==> src/acc_pkg.sv <==
// Purpose: Shared constants for the analog comparator control block.
// Assumes: APB with 32-bit data; one control/status register word.
// Notes:   Field positions follow the control register layout.
package acc_pkg;

	localparam int unsigned ADDR_W            = 12;
	localparam int unsigned DATA_W            = 32;

	// Byte address of the control/status word.
	localparam logic [11:0] CSR_OFFSET        = 12'h000;

	// Field positions inside the control/status word.
	localparam int unsigned ENABLE_BIT        = 7;
	localparam int unsigned REF_SEL_BIT       = 6;
	localparam int unsigned FLAG_BIT          = 5;
	localparam int unsigned IRQ_EN_BIT        = 4;
	localparam int unsigned READBACK_BIT      = 3;
	localparam int unsigned PIN_EN_BIT        = 2;
	localparam int unsigned EDGE_SEL_MSB      = 1;
	localparam int unsigned EDGE_SEL_LSB      = 0;

	// Reset value of the control/status word.
	localparam logic [7:0]  CSR_RESET         = 8'h00;

	// Edge select encodings.
	localparam logic [1:0]  EDGE_FALL_A       = 2'h0;
	localparam logic [1:0]  EDGE_RISE         = 2'h1;
	localparam logic [1:0]  EDGE_FALL_B       = 2'h2;
	localparam logic [1:0]  EDGE_BOTH         = 2'h3;

endpackage : acc_pkg

==> src/acc_comparator_ctrl.sv <==
// Purpose: Digital control around an analog comparator, reached over APB.
// Assumes: Comparator output is asynchronous to pclk; mode inputs are not needed.
// Notes:   Zero wait state slave; unmapped addresses answer with pslverr.
//
// Overview of operation
// - Enable bit 7 switches the whole comparator function on or off; disabling leaves the flag and irq unchanged.
// - Bit 6 picks the positive pin or the bandgap as non-inverting input.
// - Bit 5 flag sets on the chosen compare event; cleared by writing one.
// - Interrupt request is flag and interrupt enable bit 4.
// - Bit 3 reads the live comparator output; zero at reset and when disabled.
// - Bit 2 drives the result onto the output pin only while enabled.
// - Edge select: 00 falling, 01 rising, 10 falling, 11 either edge.
// - Keeps comparing in wait and can wake the processor by interrupt.
// - Keeps comparing in stop and keeps driving the output pin.
// - In stop a compare event sets the flag and wakes with interrupt enabled.
// - A reset leaving stop returns all control and status to reset values.
// - Operation continues unchanged during active background debug.
// - Negative input pin always feeds the inverting input.
// - Result is high when non-inverting input exceeds the inverting input.
//
// Chosen here: the APB interface to the registers and the address map.
`timescale 1ns/10ps

module acc_comparator_ctrl
(
	input  wire logic        pclk,              // APB clock, 50 MHz
	input  wire logic        presetn,           // Asynchronous reset, active low
	input  wire logic        psel,              // APB select
	input  wire logic        penable,           // APB access phase
	input  wire logic        pwrite,            // APB direction, high for write
	input  wire logic [11:0] paddr,             // APB byte address
	input  wire logic [31:0] pwdata,            // APB write data
	output logic      [31:0] prdata,            // APB read data
	output logic             pready,            // APB ready
	output logic             pslverr,           // APB error on unmapped address
	input  wire logic        cmp_result_async,  // Raw analog comparator result
	output logic             cmp_power_en,      // Powers the analog comparator
	output logic             bandgap_sel,       // High: bandgap on non-inverting input
	output logic             pos_pin_sel,       // High: positive pin on non-inverting input
	output logic             neg_pin_sel,       // High: negative pin on inverting input
	output logic             comparator_out_pin,    // Digital output pin level
	output logic             comparator_out_pin_oe, // Output pin drive enable
	output logic             irq                // Interrupt and wakeup request
);

	// Register state.
	logic        enable_ff;
	logic        ref_sel_ff;
	logic        flag_ff;
	logic        irq_en_ff;
	logic        pin_en_ff;
	logic [1:0]  edge_sel_ff;
	logic        sync1_ff;
	logic        sync2_ff;
	logic        prev_ff;
	logic        armed_ff;
	logic        pin_ff;
	logic        pin_oe_ff;
	logic [31:0] prdata_ff;

	// Next values.
	logic        nxt_enable;
	logic        nxt_ref_sel;
	logic        nxt_flag;
	logic        nxt_irq_en;
	logic        nxt_pin_en;
	logic [1:0]  nxt_edge_sel;
	logic        nxt_pin;
	logic        nxt_pin_oe;
	logic [31:0] nxt_prdata;

	// Decode and event terms.
	logic        addr_hit;
	logic        setup_any;
	logic        setup_rd;
	logic        wr_access;
	logic        clear_req;
	logic        live_level;
	logic        rise;
	logic        fall;
	logic        event_hit;
	logic        event_ok;
	logic [7:0]  csr_view;

	assign addr_hit  = (paddr[11:2] == acc_pkg::CSR_OFFSET[11:2]);
	assign setup_any = psel & ~penable;
	assign setup_rd  = setup_any & ~pwrite & addr_hit;
	assign wr_access = psel & penable & pwrite & addr_hit;
	assign clear_req = wr_access & pwdata[acc_pkg::FLAG_BIT];

	// Zero wait state; every access completes in its first access cycle.
	assign pready  = 1'b1;
	assign pslverr = psel & penable & ~addr_hit;
	assign prdata  = prdata_ff;

	// Control fields load only on a mapped write and hold otherwise.
	// Nothing here watches wait, stop or debug, so the block keeps running
	// through all of them.
	always_comb
	begin
		nxt_enable   = enable_ff;
		nxt_ref_sel  = ref_sel_ff;
		nxt_irq_en   = irq_en_ff;
		nxt_pin_en   = pin_en_ff;
		nxt_edge_sel = edge_sel_ff;
		if (wr_access)
		begin
			nxt_enable   = pwdata[acc_pkg::ENABLE_BIT];
			nxt_ref_sel  = pwdata[acc_pkg::REF_SEL_BIT];
			nxt_irq_en   = pwdata[acc_pkg::IRQ_EN_BIT];
			nxt_pin_en   = pwdata[acc_pkg::PIN_EN_BIT];
			nxt_edge_sel = pwdata[acc_pkg::EDGE_SEL_MSB:acc_pkg::EDGE_SEL_LSB];
		end
	end

	always_ff @(posedge pclk or negedge presetn)
	begin
		if (!presetn)
		begin
			enable_ff <= acc_pkg::CSR_RESET[acc_pkg::ENABLE_BIT];
		end
		else
		begin
			enable_ff <= nxt_enable;
		end
	end

	always_ff @(posedge pclk or negedge presetn)
	begin
		if (!presetn)
		begin
			ref_sel_ff <= acc_pkg::CSR_RESET[acc_pkg::REF_SEL_BIT];
		end
		else
		begin
			ref_sel_ff <= nxt_ref_sel;
		end
	end

	always_ff @(posedge pclk or negedge presetn)
	begin
		if (!presetn)
		begin
			irq_en_ff <= acc_pkg::CSR_RESET[acc_pkg::IRQ_EN_BIT];
		end
		else
		begin
			irq_en_ff <= nxt_irq_en;
		end
	end

	always_ff @(posedge pclk or negedge presetn)
	begin
		if (!presetn)
		begin
			pin_en_ff <= acc_pkg::CSR_RESET[acc_pkg::PIN_EN_BIT];
		end
		else
		begin
			pin_en_ff <= nxt_pin_en;
		end
	end

	always_ff @(posedge pclk or negedge presetn)
	begin
		if (!presetn)
		begin
			edge_sel_ff <= acc_pkg::CSR_RESET[acc_pkg::EDGE_SEL_MSB:acc_pkg::EDGE_SEL_LSB];
		end
		else
		begin
			edge_sel_ff <= nxt_edge_sel;
		end
	end

	// Two-flop synchroniser; only the second stage is read by other logic.
	always_ff @(posedge pclk or negedge presetn)
	begin
		if (!presetn)
		begin
			sync1_ff <= 1'b0;
		end
		else
		begin
			sync1_ff <= cmp_result_async;
		end
	end

	always_ff @(posedge pclk or negedge presetn)
	begin
		if (!presetn)
		begin
			sync2_ff <= 1'b0;
		end
		else
		begin
			sync2_ff <= sync1_ff;
		end
	end

	// The history flop tracks the synchronised level even while disabled, and
	// detection is armed one cycle after enable, but turning the comparator on
	// with the result high sets the flag in modes 01 and 11 once sync2_ff rises.
	always_ff @(posedge pclk or negedge presetn)
	begin
		if (!presetn)
		begin
			prev_ff <= 1'b0;
		end
		else
		begin
			prev_ff <= sync2_ff;
		end
	end

	always_ff @(posedge pclk or negedge presetn)
	begin
		if (!presetn)
		begin
			armed_ff <= 1'b0;
		end
		else
		begin
			armed_ff <= enable_ff;
		end
	end

	assign live_level = sync2_ff;
	assign rise       = live_level & ~prev_ff;
	assign fall       = ~live_level & prev_ff;

	always_comb
	begin
		event_hit = 1'b0;
		case (edge_sel_ff)
			acc_pkg::EDGE_FALL_A:
			begin
				event_hit = fall;
			end
			acc_pkg::EDGE_RISE:
			begin
				event_hit = rise;
			end
			acc_pkg::EDGE_FALL_B:
			begin
				event_hit = fall;
			end
			acc_pkg::EDGE_BOTH:
			begin
				event_hit = rise | fall;
			end
			default:
			begin
				event_hit = 1'b0;
			end
		endcase
	end

	// An edge only counts once the comparator has been on for a full cycle.
	assign event_ok = enable_ff & armed_ff & event_hit;

	// A new event in the same cycle as a write-one clear keeps the flag set.
	always_comb
	begin
		nxt_flag = flag_ff;
		if (event_ok)
			nxt_flag = 1'b1;
		else if (clear_req)
			nxt_flag = 1'b0;
	end

	always_ff @(posedge pclk or negedge presetn)
	begin
		if (!presetn)
		begin
			flag_ff <= acc_pkg::CSR_RESET[acc_pkg::FLAG_BIT];
		end
		else
		begin
			flag_ff <= nxt_flag;
		end
	end

	// Output pin follows the synchronised result, so it lags the analog edge
	// by the synchroniser depth plus one flop.
	always_comb
	begin
		nxt_pin    = sync2_ff & enable_ff & pin_en_ff;
		nxt_pin_oe = enable_ff & pin_en_ff;
	end

	always_ff @(posedge pclk or negedge presetn)
	begin
		if (!presetn)
		begin
			pin_ff <= 1'b0;
		end
		else
		begin
			pin_ff <= nxt_pin;
		end
	end

	always_ff @(posedge pclk or negedge presetn)
	begin
		if (!presetn)
		begin
			pin_oe_ff <= 1'b0;
		end
		else
		begin
			pin_oe_ff <= nxt_pin_oe;
		end
	end

	assign comparator_out_pin    = pin_ff;
	assign comparator_out_pin_oe = pin_oe_ff;

	// Request also serves as the wakeup from wait and stop.
	assign irq = flag_ff & irq_en_ff;

	assign cmp_power_en = enable_ff;
	assign bandgap_sel  = enable_ff & ref_sel_ff;
	assign pos_pin_sel  = enable_ff & ~ref_sel_ff;
	assign neg_pin_sel  = 1'b1;

	always_comb
	begin
		csr_view                              = 8'h00;
		csr_view[acc_pkg::ENABLE_BIT]         = enable_ff;
		csr_view[acc_pkg::REF_SEL_BIT]        = ref_sel_ff;
		csr_view[acc_pkg::FLAG_BIT]           = flag_ff;
		csr_view[acc_pkg::IRQ_EN_BIT]         = irq_en_ff;
		csr_view[acc_pkg::READBACK_BIT]       = sync2_ff & enable_ff;
		csr_view[acc_pkg::PIN_EN_BIT]         = pin_en_ff;
		csr_view[acc_pkg::EDGE_SEL_MSB:acc_pkg::EDGE_SEL_LSB] = edge_sel_ff;
	end

	// Read data is captured in the setup cycle so it is stable in the access
	// phase; any other setup cycle clears it so stale data never reappears.
	always_comb
	begin
		nxt_prdata = prdata_ff;
		if (setup_rd)
			nxt_prdata = {24'h00_0000, csr_view};
		else if (setup_any)
			nxt_prdata = 32'h0000_0000;
	end

	always_ff @(posedge pclk or negedge presetn)
	begin
		if (!presetn)
		begin
			prdata_ff <= 32'h0000_0000;
		end
		else
		begin
			prdata_ff <= nxt_prdata;
		end
	end

endmodule : acc_comparator_ctrl

==> config.mk <==
export PLATFORM = sky130hd
export DESIGN_NAME = acc_comparator_ctrl
export DESIGN_NICKNAME = d
export VERILOG_FILES = /design/src/acc_pkg.sv /design/src/acc_comparator_ctrl.sv
export SDC_FILE = /design/constraint.sdc
export NUM_CORES = 1
export LEC_CHECK = 0
export BUFFER_PORTS_ARGS = -buffer_cell sky130_fd_sc_hd__buf_2
export CAP_MARGIN = 20
export CORE_ASPECT_RATIO = 0.8
export CORE_MARGIN = 3
export CORE_UTILIZATION = 38
export DETAILED_ROUTE_END_ITERATION = 7
export PLACE_DENSITY = 0.79
export SYNTH_ARGS = -nofsm -noshare
export SYNTH_HDL_FRONTEND = slang
export SYNTH_SLANG_ARGS = --single-unit
==> constraint.sdc <==
create_clock -name pclk -period 1.3 [get_ports pclk]
set_input_delay 0.26 -clock pclk [delete_from_list [all_inputs] [get_ports pclk]]
set_output_delay 0.26 -clock pclk [all_outputs]
set_load 0.005 [all_outputs]
# After elaboration in Yosys (flattened, before gate mapping)
# Index checks and enable logic that the tools add are counted.
[op_classes] bitwise=25 n_eq_ne=3 reduce_logical=5 muxes=5
[op_table] cell="two-way mux 32 bit" n=2
[op_table] cell="AND 1 bit" n=18
[op_table] cell="zero test 10 bit" n=1
[op_table] cell="inverter 1 bit" n=6
[op_table] cell="== test 2 bit, second input constant" n=2
[op_table] cell="nonzero test 2 bit" n=2
[op_table] cell="one-hot mux 1 bit (3 select lines)" n=1
[op_table] cell="== test 2 x 1 -> 1 bit, second input constant" n=1
[op_table] cell="zero test 2 bit" n=1
[op_table] cell="two-way mux 1 bit" n=2
[op_table] cell="OR reduction 2 bit" n=1
[op_table] cell="OR 1 bit" n=1
[word_totals] out_inout_bits=41 inputBits=50 wordCells=51 reg_bits=45

# Depth between registers and ports, before layout
# Gate-level depths: netlist of the first run.
[logic_depth] word_depth=6 mapped_depth=5

# Worst setup path before layout of the first run
# Ideal clock, no wire load.
[synth_timing] kind="input port to flip-flop" from="input port paddr[9]" to="register enable_ff, in the netlist cmp_power_en" arrival_time_ns=1.089 setup_slack_ns=0.086 cell_stages=3 n_path_buf=0 path_cell_list="nor4_4 -> nand4_4 -> mux2_2"
[synth_via] elab_chain_cells=2
[synth_lines] item="start, declared" line_no="acc_comparator_ctrl.sv:31" source="input wire logic [11:0] paddr,"
[synth_lines] item="zero test 10 bit" line_no="acc_comparator_ctrl.sv:85" source="assign addr_hit = (paddr[11:2] == acc_pkg::CSR_OFFSET[11:2]);"
[synth_lines] item="AND 1 bit" line_no="acc_comparator_ctrl.sv:88" source="assign wr_access = psel & penable & pwrite & addr_hit;"
[synth_lines] item="end signal, assigned" line_no="acc_comparator_ctrl.sv:120" source="enable_ff <= acc_pkg::CSR_RESET[acc_pkg::ENABLE_BIT];"
[synth_lines] item="end signal, assigned" line_no="acc_comparator_ctrl.sv:124" source="enable_ff <= nxt_enable;"
[synth_lines] item="end, declared" line_no="acc_comparator_ctrl.sv:47" source="logic enable_ff;"
# No other way between the ends.
# A chain may end at the register's enable or synchronous reset.

# Worst setup path in the final report of the first run
[layout_timing] from="input port paddr[3]" to="output port pslverr"
[layout_via] elab_chain_cells=3
[layout_lines] item="zero test 10 bit" line_no="acc_comparator_ctrl.sv:85"
[layout_lines] item="inverter 1 bit" line_no="acc_comparator_ctrl.sv:93" source="assign pslverr = psel & penable & ~addr_hit;"
[layout_lines] item="AND 1 bit" line_no="acc_comparator_ctrl.sv:93"
[layout_lines] item="end, declared" line_no="acc_comparator_ctrl.sv:35" source="output logic pslverr,"
# No other way between the ends.

==> results of run 1 <==
==> cell usage in the layout, fill, tap and decap left out <==
| master | n |
|---|---|
| buf_2 | 37 |
| conb_1 | 26 |
| dfrtp_1 | 20 |
| nand2_1 | 18 |
| buf_4 | 8 |
| mux2_2 | 6 |
| o21ai_0 | 6 |
| and2_1 | 3 |
| nor2b_1 | 3 |
| clkbuf_8 | 3 |
| inv_1 | 2 |
| and3_1 | 2 |
| nor4_4 | 2 |
| a31oi_1 | 2 |
| o21ai_1 | 2 |
| nor2_1 | 1 |
| nand4_4 | 1 |
| and4_1 | 1 |
| nand4_1 | 1 |
| or2_2 | 1 |
| o2bb2ai_1 | 1 |
| nand4b_1 | 1 |
| nand3_1 | 1 |
| nand2b_1 | 1 |
| ha_2 | 1 |
| ha_1 | 1 |
| clkbuf_1 | 1 |
| dfrtp_2 | 1 |
| dlygate4sd3_1 | 1 |
==> flip-flops by register name, summed over array words and instances, names as in the netlist <==
register,flops
prdata,8
edge_sel_ff,2
armed_ff,1
cmp_power_en,1
comparator_out_pin,1
comparator_out_pin_oe,1
flag_ff,1
irq_en_ff,1
live_level,1
pin_en_ff,1
prev_ff,1
ref_sel_ff,1
sync1_ff,1
==> worst min-delay path by stage <==
stage | start | cells after the start | to | slack [ps]
after floorplan | presetn | 0 | armed_ff$_DFF_PN0_ | -40
after detailed placement | presetn | 1 | cmp_power_en$_DFFE_PN0P_ | 230
after global routing | cmp_result_async | 1 | sync1_ff$_DFF_PN0_ | 110
after global placement | presetn | 1 | cmp_power_en$_DFFE_PN0P_ | 220
after CTS | cmp_result_async | 1 | sync1_ff$_DFF_PN0_ | 110
final | cmp_result_async | 1 | sync1_ff$_DFF_PN0_ | 110
==> through the flow <==
stage	TNS, ps	instances	hold slack, ps	utilization, %	cell area, um^2
global placement	-985	182	220	48.8	1280
finish	0	190	111	51.9	1360
floorplan	0	132	-35.6	-	1210
CTS	-12.0	188	108	51.2	1340
detailed placement	-1560	182	234	48.8	1280
global route	-17.5	190	108	51.9	1360
==> power groups by stage <==
| stage | sequential [uW] | combinational (uW) | clock, uW |
|---|---|---|---|
| final | 662 | 122 | 405 |
| after global routing | 662 | 140 | 444 |
| after CTS | 662 | 119 | 415 |
| after detailed placement | 675 | 116 | 0 |
| after global placement | 674 | 109 | 0 |
| after floorplan | 675 | 102 | 0 |
==> repair_timing <==
action,in CTS,in global routing
resized for setup,1,1
hold endpoints to repair,21,0
pin swaps,1,4
setup endpoints to repair,3,3
buffers inserted,1,2
hold buffers,1,0
==> worst max-delay path: cells and delay by family <==
family,cells,cell delay [ps]
AOI/OAI and AO/OA,1,60
and+or+nand+nor,1,270
buffers and inverters,3,400
==> cell type report <==
| cell class | instances | area share, % |
|---|---|---|
| Inverter | 2 | 0.552 |
| Multi-Input combinational cell | 81 | 35.3 |
| Timing Repair Buffer | 46 | 18.8 |
| Sequential cell | 21 | 38.7 |
| Clock buffer | 4 | 3.31 |
| Tap cell | 36 | 3.31 |
==> cell families (layout without fill, tap and decap cells) <==
| kind of cell | Yosys count | in the layout |
|---|---|---|
| and+or+nand+nor | 36 | 36 |
| AOI/OAI and AO/OA | 11 | 11 |
| DFF | 21 | 21 |
| muxes | 6 | 6 |
| other | 2 | 26 |
| buffers and inverters | 30 | 52 |
| adders and majority gates | 2 | 2 |
==> metal layers <==
layer  GRT usage (%)  vias up  wire (um)
met1            14.1      415        856
met5               0        -          0
met3            4.11        0        206
met4               0        0          0
met2            25.3       44       1190
li1                -      397          -
==> Yosys cell counts <==
| library cell | number | share of area (%) |
|---|---|---|
| o21ai_1 | 2 | 0.89 |
| conb_1 | 2 | 0.67 |
| dfrtp_1 | 21 | 47 |
| inv_1 | 2 | 0.67 |
| nand3_1 | 1 | 0.45 |
| and2_1 | 3 | 1.7 |
| or2_2 | 1 | 0.56 |
| nor4_4 | 2 | 3.8 |
| mux2_2 | 6 | 6.0 |
| nand4b_1 | 1 | 0.78 |
| clkbuf_1 | 2 | 0.67 |
| nand2_1 | 18 | 6.0 |
| nand2b_1 | 1 | 0.56 |
| nand4_1 | 1 | 0.56 |
| buf_4 | 26 | 17 |
| nor2b_1 | 3 | 1.7 |
| and3_1 | 2 | 1.1 |
| o2bb2ai_1 | 1 | 0.78 |
| nor2_1 | 1 | 0.33 |
| ha_1 | 2 | 2.2 |
| and4_1 | 1 | 0.78 |
| nand4_4 | 1 | 1.9 |
| o21ai_0 | 6 | 2.7 |
| a31oi_1 | 2 | 1.1 |
==> run_results.csv, run 1 <==
group,metric,value,unit
clock_network,clk_pin_slew,70,ps
floorplanning,dieArea,3650,um^2
setup_path,start_kind,"primary input",
routing,ant_nets,0,
clock_network,cts_buffers,3,
clock_network,clk_latency,250,ps
setup_path,r2r_slack,60,ps
clock_network,cts_tree,"yes",
timing,layout_min_cycle_time,1260,ps
run,maxCapViolations,0,
yosys,synth_top_family_by_area,"simple AND/OR/NAND/NOR gates",
setup_path,crit_chain,"buf_2 -> nor4_4 -> buf_4 -> a31oi_1 -> buf_2",
power_and_ir_drop,intPower,926,uW
routing,drc,0,
routing,vias_per_cell,4.51,
global_route,grt_first_pass_wirelength,3420,um
yosys,yosys_warnings,0,
routing,drt_iter0_drc,6,
global_route,grt_max_degree,22,
global_route,grtUsageTotal,12.7,%
hold_path,min_path_type,"in2reg",
setup_path,rr_worst_depth,5,
routing,routed_wirelength,2250,um
power_and_ir_drop,vdd_drop_max,0.000650,V
clock_network,clock-sinks,21,
yosys,synth-compound-area-share,5.46,%
timing,slew_violations,0,
floorplanning,rows,16,
yosys,muxShareOfSynthArea,6.01,%
setup_path,arrival,1000,ps
yosys,synth_area,1120,um^2
global_route,overflow,0,
power_and_ir_drop,p_clk_share,34.1,%
yosys,yosys.area_share.xor_xnor,0,%
setup_path,path_class,"in2out",
finish,multiInputGateArea,480,um^2
setup_path,cp_max_fo,3,
timing,period_share,97.2,%
finish,syn2layout_area_growth,21.0,%
status,status,"finished, final reports clean",
power_and_ir_drop,p_comb_share,10.2,%
global_route,grt_pass1_vias,780,
setup_path,cp-end-kind,"output port",
finish,seq_area,527,um^2
floorplanning,die_x,66.8,um
yosys,synth_area_per_cell,10.4,um^2
yosys,yosys_register_bits,21,
floorplanning,die_y,54.6,um
power_and_ir_drop,switching_power,263,uW
routing,num_vias,856,
timing,setup_viol_count_final,0,
placed_design,preCtsSetupSlack,-141,ps
yosys,ys_types,24,
timing,fin_ws,35.9,ps
timing,clock.fmax,791,MHz
floorplanning,initial_core_util,42.8,%
setup_path,slowest_stage,"nor4_4",
clock_network,clockBufferDepth,2,
power_and_ir_drop,pwr-share-seq,55.7,%
timing,skew,1.10,ps
routing,wl_per_cell,11.8,um
finish,drive_above_1_share,39.0,%
setup_path,cp-startpoint,"paddr[3]",
setup_path,cpMostUsedCell,"buf_2",
yosys,ys_seq_area_share,46.8,%
floorplanning,core_area,2620,um^2
clock_network,h-tree-depth,1,
power_and_ir_drop,power_switching_share,22.1,%
global_route,antenna_found_initial,0,
placed_design,gp_congestion,0.729,
setup_path,reg2reg_to,"flag_ff$_DFFE_PN0P_",
yosys,yosys.area_share.simple,20.2,%
power_and_ir_drop,power,1190,uW
timing,finalHoldViolCount,0,
yosys,syn_inst,108,
setup_path,cp-endpoint,"pslverr",
routing,firstDrtPassIters,4,
yosys,synthAdderAreaFrac,2.23,%
finish,finalNetCount,207,
setup_path,max_stage_delay,270,ps
power_and_ir_drop,powerDensity,874,nW/um^2
floorplanning,io_pins,91,
setup_path,reg2reg_from,"prev_ff$_DFF_PN0_",
power_and_ir_drop,power.leakage,0.000747,uW
finish,nFillCells,259,
timing,rsz0062_at_grt,"yes",
setup_path,crit_required,1040,ps
clock_network,clockRootBuffer,"clkbuf_8",
placed_design,hpwl,1890,um
placed_design,io_buffers,37,
finish,antenna_cells,0,
Note: power is estimated with default switching activity, not from simulation.
==> run 2: changes to the inputs <==
--- a/config.mk
+++ b/config.mk
@@ -9,9 +9,10 @@
 export CAP_MARGIN = 20
 export CORE_ASPECT_RATIO = 0.8
 export CORE_MARGIN = 3
-export CORE_UTILIZATION = 38
+export CORE_UTILIZATION = 41
 export DETAILED_ROUTE_END_ITERATION = 7
-export PLACE_DENSITY = 0.79
+export HOLD_SLACK_MARGIN = 0.06
+export PLACE_DENSITY = 0.84
 export SYNTH_ARGS = -nofsm -noshare
 export SYNTH_HDL_FRONTEND = slang
 export SYNTH_SLANG_ARGS = --single-unit
==> constraint.sdc (replaced) <==
create_clock -name pclk -period 1.5 [get_ports pclk]
set_input_delay 0.3 -clock pclk [delete_from_list [all_inputs] [get_ports pclk]]
set_output_delay 0.3 -clock pclk [all_outputs]
set_load 0.005 [all_outputs]
==> run_results.csv, run 2 (same netlist as run 1, synthesis figures left out) <==
group,metric,value,unit
clock_network,cts_buffers,3,
power_and_ir_drop,p_clk_share,28.9,%
routing,num_vias,849,
run,maxCapViolations,0,
setup_path,start_kind,"primary input",
timing,setup_viol_count_final,0,
power_and_ir_drop,powerDensity,729,nW/um^2
timing,rsz0062_at_grt,"no",
finish,syn2layout_area_growth,15.1,%
finish,drive_above_1_share,35.8,%
timing,clock.fmax,695,MHz
clock_network,cts_tree,"yes",
routing,routed_wirelength,2170,um
timing,layout_min_cycle_time,1440,ps
floorplanning,dieArea,3410,um^2
floorplanning,initial_core_util,44.5,%
setup_path,cp_max_fo,4,
hold_path,min_path_type,"in2reg",
finish,finalNetCount,201,
placed_design,io_buffers,37,
clock_network,clock-sinks,21,
clock_network,clk_latency,310,ps
global_route,grt_max_degree,22,
placed_design,dp_cells,177,
routing,met3_wirelength,171,um
clock_network,clockBufferDepth,2,
setup_path,crit_required,1200,ps
power_and_ir_drop,switching_power,233,uW
clock_network,h-tree-depth,1,
finish,final_cells,184,
power_and_ir_drop,p_comb_share,10.2,%
finish,final_core_util,51.3,%
power_and_ir_drop,power_switching_share,24.7,%
timing,tns,0,ps
floorplanning,io_pins,91,
power_and_ir_drop,power.leakage,0.000711,uW
global_route,grt_pass1_vias,780,
timing,slew_violations,0,
routing,ant_nets,0,
finish,largest_reg_flops,8,
floorplanning,die_x,64.5,um
routing,drt-met1-wl,789,um
routing,drc,0,
timing,finalHoldViolCount,0,
global_route,grtUsageTotal,13.7,%
routing,drt_iter0_drc,12,
routing,top_layer,"met4",
global_route,overflow,0,
setup_path,slowest_stage,"nor4_4",
global_route,antenna_found_initial,0,
setup_path,max_stage_delay,410,ps
setup_path,arrival,1140,ps
placed_design,hpwl,1710,um
finish,antenna_cells,0,
routing,vias_per_cell,4.61,
power_and_ir_drop,pwr-share-seq,60.9,%
routing,firstDrtPassIters,4,
setup_path,cp-end-kind,"output port",
global_route,grt_first_pass_wirelength,3570,um
timing,period_share,96.0,%
setup_path,path_class,"in2out",
setup_path,critPathBufInv,2,
power_and_ir_drop,power,943,uW
placed_design,gp_congestion,0.718,
status,status,"finished, final reports clean",
setup_path,crit_chain,"buf_2 -> nor4_4 -> a31oi_1 -> buf_2",
floorplanning,rows,16,
finish,final_common_cell,"buf_2",
floorplanning,die_y,52.8,um
setup_path,cpMostUsedCell,"buf_2",
finish,mostFrequentLayoutCells,"37 x buf_2, 26 x conb_1, 20 x dfrtp_1",
routing,wl_per_cell,11.8,um
power_and_ir_drop,intPower,711,uW
floorplanning,core_area,2520,um^2
timing,skew,4.29,ps
routing,wl_met2,1130,um
clock_network,clk_pin_slew,110,ps
power_and_ir_drop,vdd_drop_max,0.000369,V
setup_path,crit_family,"simple AND/OR/NAND/NOR gates",
timing,whs,93.1,ps
clock_network,clockRootBuffer,"clkbuf_4",
==> run 2: changes by cell type in the layout (fill, tap and decap cells not counted) <==
cell	before	now
clkbuf_4	0	3
ha_1	1	2
clkbuf_8	3	0
buf_4	8	2
ha_2	1	0
==> run 2: layout make-up <==
class	instances	area, um^2
clock buffers	4	26.3
multi-input cells	81	478
well taps	36	45.0
fillers	241	1230
flip-flops and latches	21	527
inverters	2	7.51
repair buffers	40	210
==> run 2: power by group through the flow <==
| stage | logic [uW] | clock network (uW) | registers (uW) |
|---|---|---|---|
| 2_1_floorplan | 88.5 | 0 | 585 |
| 3_3_place_gp | 86.1 | 0 | 585 |
| 3_5_place_dp | 90.4 | 0 | 586 |
| 4_1_cts | 93.4 | 280 | 575 |
| 5_1_grt | 111 | 304 | 576 |
| 6_report | 96.4 | 272 | 575 |
==> run 2: path summary, 6_finish.rpt <==
check	from	endpoint	slack [ps]	cells after the start
min reg2reg	sync1_ff$_DFF_PN0_	live_level$_DFF_PN0_	370	0
min	cmp_result_async	sync1_ff$_DFF_PN0_	90	1
max	paddr[3]	pslverr	60	4
min in group asynchronous	presetn	ref_sel_ff$_DFFE_PN0P_	460	2
max in group asynchronous	presetn	cmp_power_en$_DFFE_PN0P_	710	2
max reg2reg	live_level$_DFF_PN0_	flag_ff$_DFFE_PN0P_	220	4
==> run 2: routing by layer <==
metal	track usage [%]	vias up
li1	-	384
met1	14.3	407
met2	27.2	49
met3	2.58	9
met4	5.26	0
met5	0	-
==> run 2: through the flow <==
stage / setup WS, ps / cell area [um^2]
floorplan: 246 / 1210
global placement: 60.1 / 1240
detailed placement: -16.7 / 1240
CTS: 56.2 / 1280
global route: 8.60 / 1290
finish: 60.7 / 1290
==> run 2: repair_timing <==
action,CTS,global route
endpoints found under the setup margin,0,2
gates resized for setup,0,1
hold endpoints to repair,21,0
buffers inserted,0,2
hold buffers,1,0
==> run 3: changes to the inputs <==
==> constraint.sdc (replaced) <==
create_clock -name pclk -period 1.85 [get_ports pclk]
set_input_delay 0.37 -clock pclk [delete_from_list [all_inputs] [get_ports pclk]]
set_output_delay 0.37 -clock pclk [all_outputs]
set_load 0.005 [all_outputs]
==> run_results.csv, run 3 (same netlist as run 1, synthesis figures left out) <==
group,metric,value,unit
finish,syn2layout_area_growth,13.7,%
finish,seq_area,526,um^2
placed_design,dp_cells,177,
finish,mostFrequentLayoutCells,"37 x buf_2, 26 x conb_1, 21 x dfrtp_1",
timing,period_share,86.0,%
clock_network,cts_tree,"yes",
floorplanning,rows,16,
floorplanning,die_x,64.5,um
setup_path,cp-end-kind,"output port",
setup_path,cpMostUsedCell,"buf_2",
setup_path,critPathBufInv,2,
power_and_ir_drop,p_clk_share,29.3,%
global_route,grt_pass1_vias,780,
setup_path,max_stage_delay,410,ps
setup_path,arrival,1220,ps
global_route,overflow,0,
routing,num_vias,822,
power_and_ir_drop,switching_power,192,uW
power_and_ir_drop,powerDensity,601,nW/um^2
clock_network,clock-sinks,21,
timing,tns,0,ps
setup_path,start_kind,"primary input",
setup_path,cp_max_fo,4,
setup_path,path_class,"in2out",
setup_path,slowest_stage,"nor4_4",
power_and_ir_drop,p_comb_share,9.9,%
global_route,antenna_found_initial,0,
clock_network,h-tree-depth,1,
finish,antenna_cells,0,
timing,setup_viol_count_final,0,
clock_network,clk_pin_slew,110,ps
timing,skew,6.80,ps
routing,vias_per_cell,4.52,
hold_path,min_path_type,"in2reg",
finish,drive_above_1_share,34.2,%
power_and_ir_drop,vdd_drop_max,0.000302,V
routing,wl_per_cell,11.7,um
placed_design,hpwl,1710,um
finish,final_cells,182,
finish,stdcell_area,1280,um^2
timing,rsz0062_at_grt,"no",
routing,drt_iter0_drc,20,
power_and_ir_drop,power_switching_share,25.0,%
timing,whs,160,ps
placed_design,preCtsSetupSlack,263,ps
power_and_ir_drop,power.leakage,0.000702,uW
finish,final_common_cell,"buf_2",
timing,finalHoldViolCount,0,
setup_path,crit_family,"simple AND/OR/NAND/NOR gates",
setup_path,crit_required,1480,ps
clock_network,cts_resized,0,
routing,drc,0,
finish,largest_reg_flops,8,
placed_design,placed_area,1240,um^2
floorplanning,core_area,2520,um^2
floorplanning,dieArea,3410,um^2
clock_network,cts_buffers,3,
floorplanning,die_y,52.8,um
global_route,grtUsageTotal,13.7,%
routing,firstDrtPassIters,4,
clock_network,clk_latency,310,ps
floorplanning,io_pins,91,
timing,layout_min_cycle_time,1590,ps
finish,nFillCells,246,
run,maxCapViolations,0,
global_route,grt_max_degree,22,
placed_design,gp_congestion,0.718,
power_and_ir_drop,pwr-share-seq,60.7,%
global_route,grt_first_pass_wirelength,3570,um
clock_network,clockRootBuffer,"clkbuf_4",
routing,ant_nets,0,
timing,clock.fmax,629,MHz
timing,fin_ws,259,ps
floorplanning,initial_core_util,44.5,%
status,status,"finished, final reports clean",
timing,slew_violations,0,
finish,finalNetCount,199,
finish,multiInputGateArea,478,um^2
setup_path,crit_chain,"buf_2 -> nor4_4 -> a31oi_1 -> buf_2",
routing,routed_wirelength,2130,um
power_and_ir_drop,intPower,575,uW
placed_design,io_buffers,37,
clock_network,clockBufferDepth,2,
-- run 3: cell count changes in the layout (fill, tap and decap cells not counted), sizes merged --
cell / previous run / this run
buf: 39 / 37
-- run 3: power groups by stage --
stage | logic [uW] | registers [uW] | clock network, uW
2_1_floorplan | 71.7 | 474 | 0
4_1_cts | 75.7 | 466 | 227
3_3_place_gp | 69.8 | 475 | 0
3_5_place_dp | 73.3 | 475 | 0
5_1_grt | 88.3 | 467 | 247
6_report | 76.3 | 466 | 225
-- run 3: area by class of cell --
class	instances	share of cell area, %
Clock buffer	4	2.06
Timing Repair Buffer	38	15.3
Multi-Input combinational cell	81	37.4
Inverter	2	0.588
Sequential cell	21	41.1
Tap cell	36	3.53
-- run 3: metal layers --
layer  wire, um  share of wire [%]  track usage (%)
met5          0                  0                0
met3        168                7.9             2.58
met4         34                1.6             5.26
met2       1120                 53             27.2
met1        804                 38             14.3
-- run 3: worst reg2reg max path: cells and delay by family, from the launching register on --
family	cells	cell delay, ps
DFF	1	440
and+or+nand+nor	1	290
AOI/OAI and AO/OA	2	270
adders and majority gates	1	190
-- run 3: stage by stage --
step	power, uW	utilization (%)
after detailed placement	548	49.2
after floorplan	546	-
after CTS	769	50.6
after global routing	802	50.6
after global placement	545	49.2
final	767	50.6
-- run 3: timing repair --
action | CTS | global route
hold buffers | 1 | 0
setup buffers | 0 | 0
endpoints found under the hold margin | 21 | 0
-- run 3: final timing paths --
check                                           from                        to  slack [ps]  depth (start not counted)
min in group asynchronous                    presetn  cmp_power_en$_DFFE_PN0P_         520                          2
worst min register to register    sync1_ff$_DFF_PN0_      live_level$_DFF_PN0_         370                          0
max in group asynchronous                    presetn        sync1_ff$_DFF_PN0_        1020                          2
worst max-delay path                        paddr[9]                   pslverr         260                          4
worst max register to register  live_level$_DFF_PN0_       flag_ff$_DFFE_PN0P_         570                          4
worst min-delay path                cmp_result_async        sync1_ff$_DFF_PN0_         160                          1
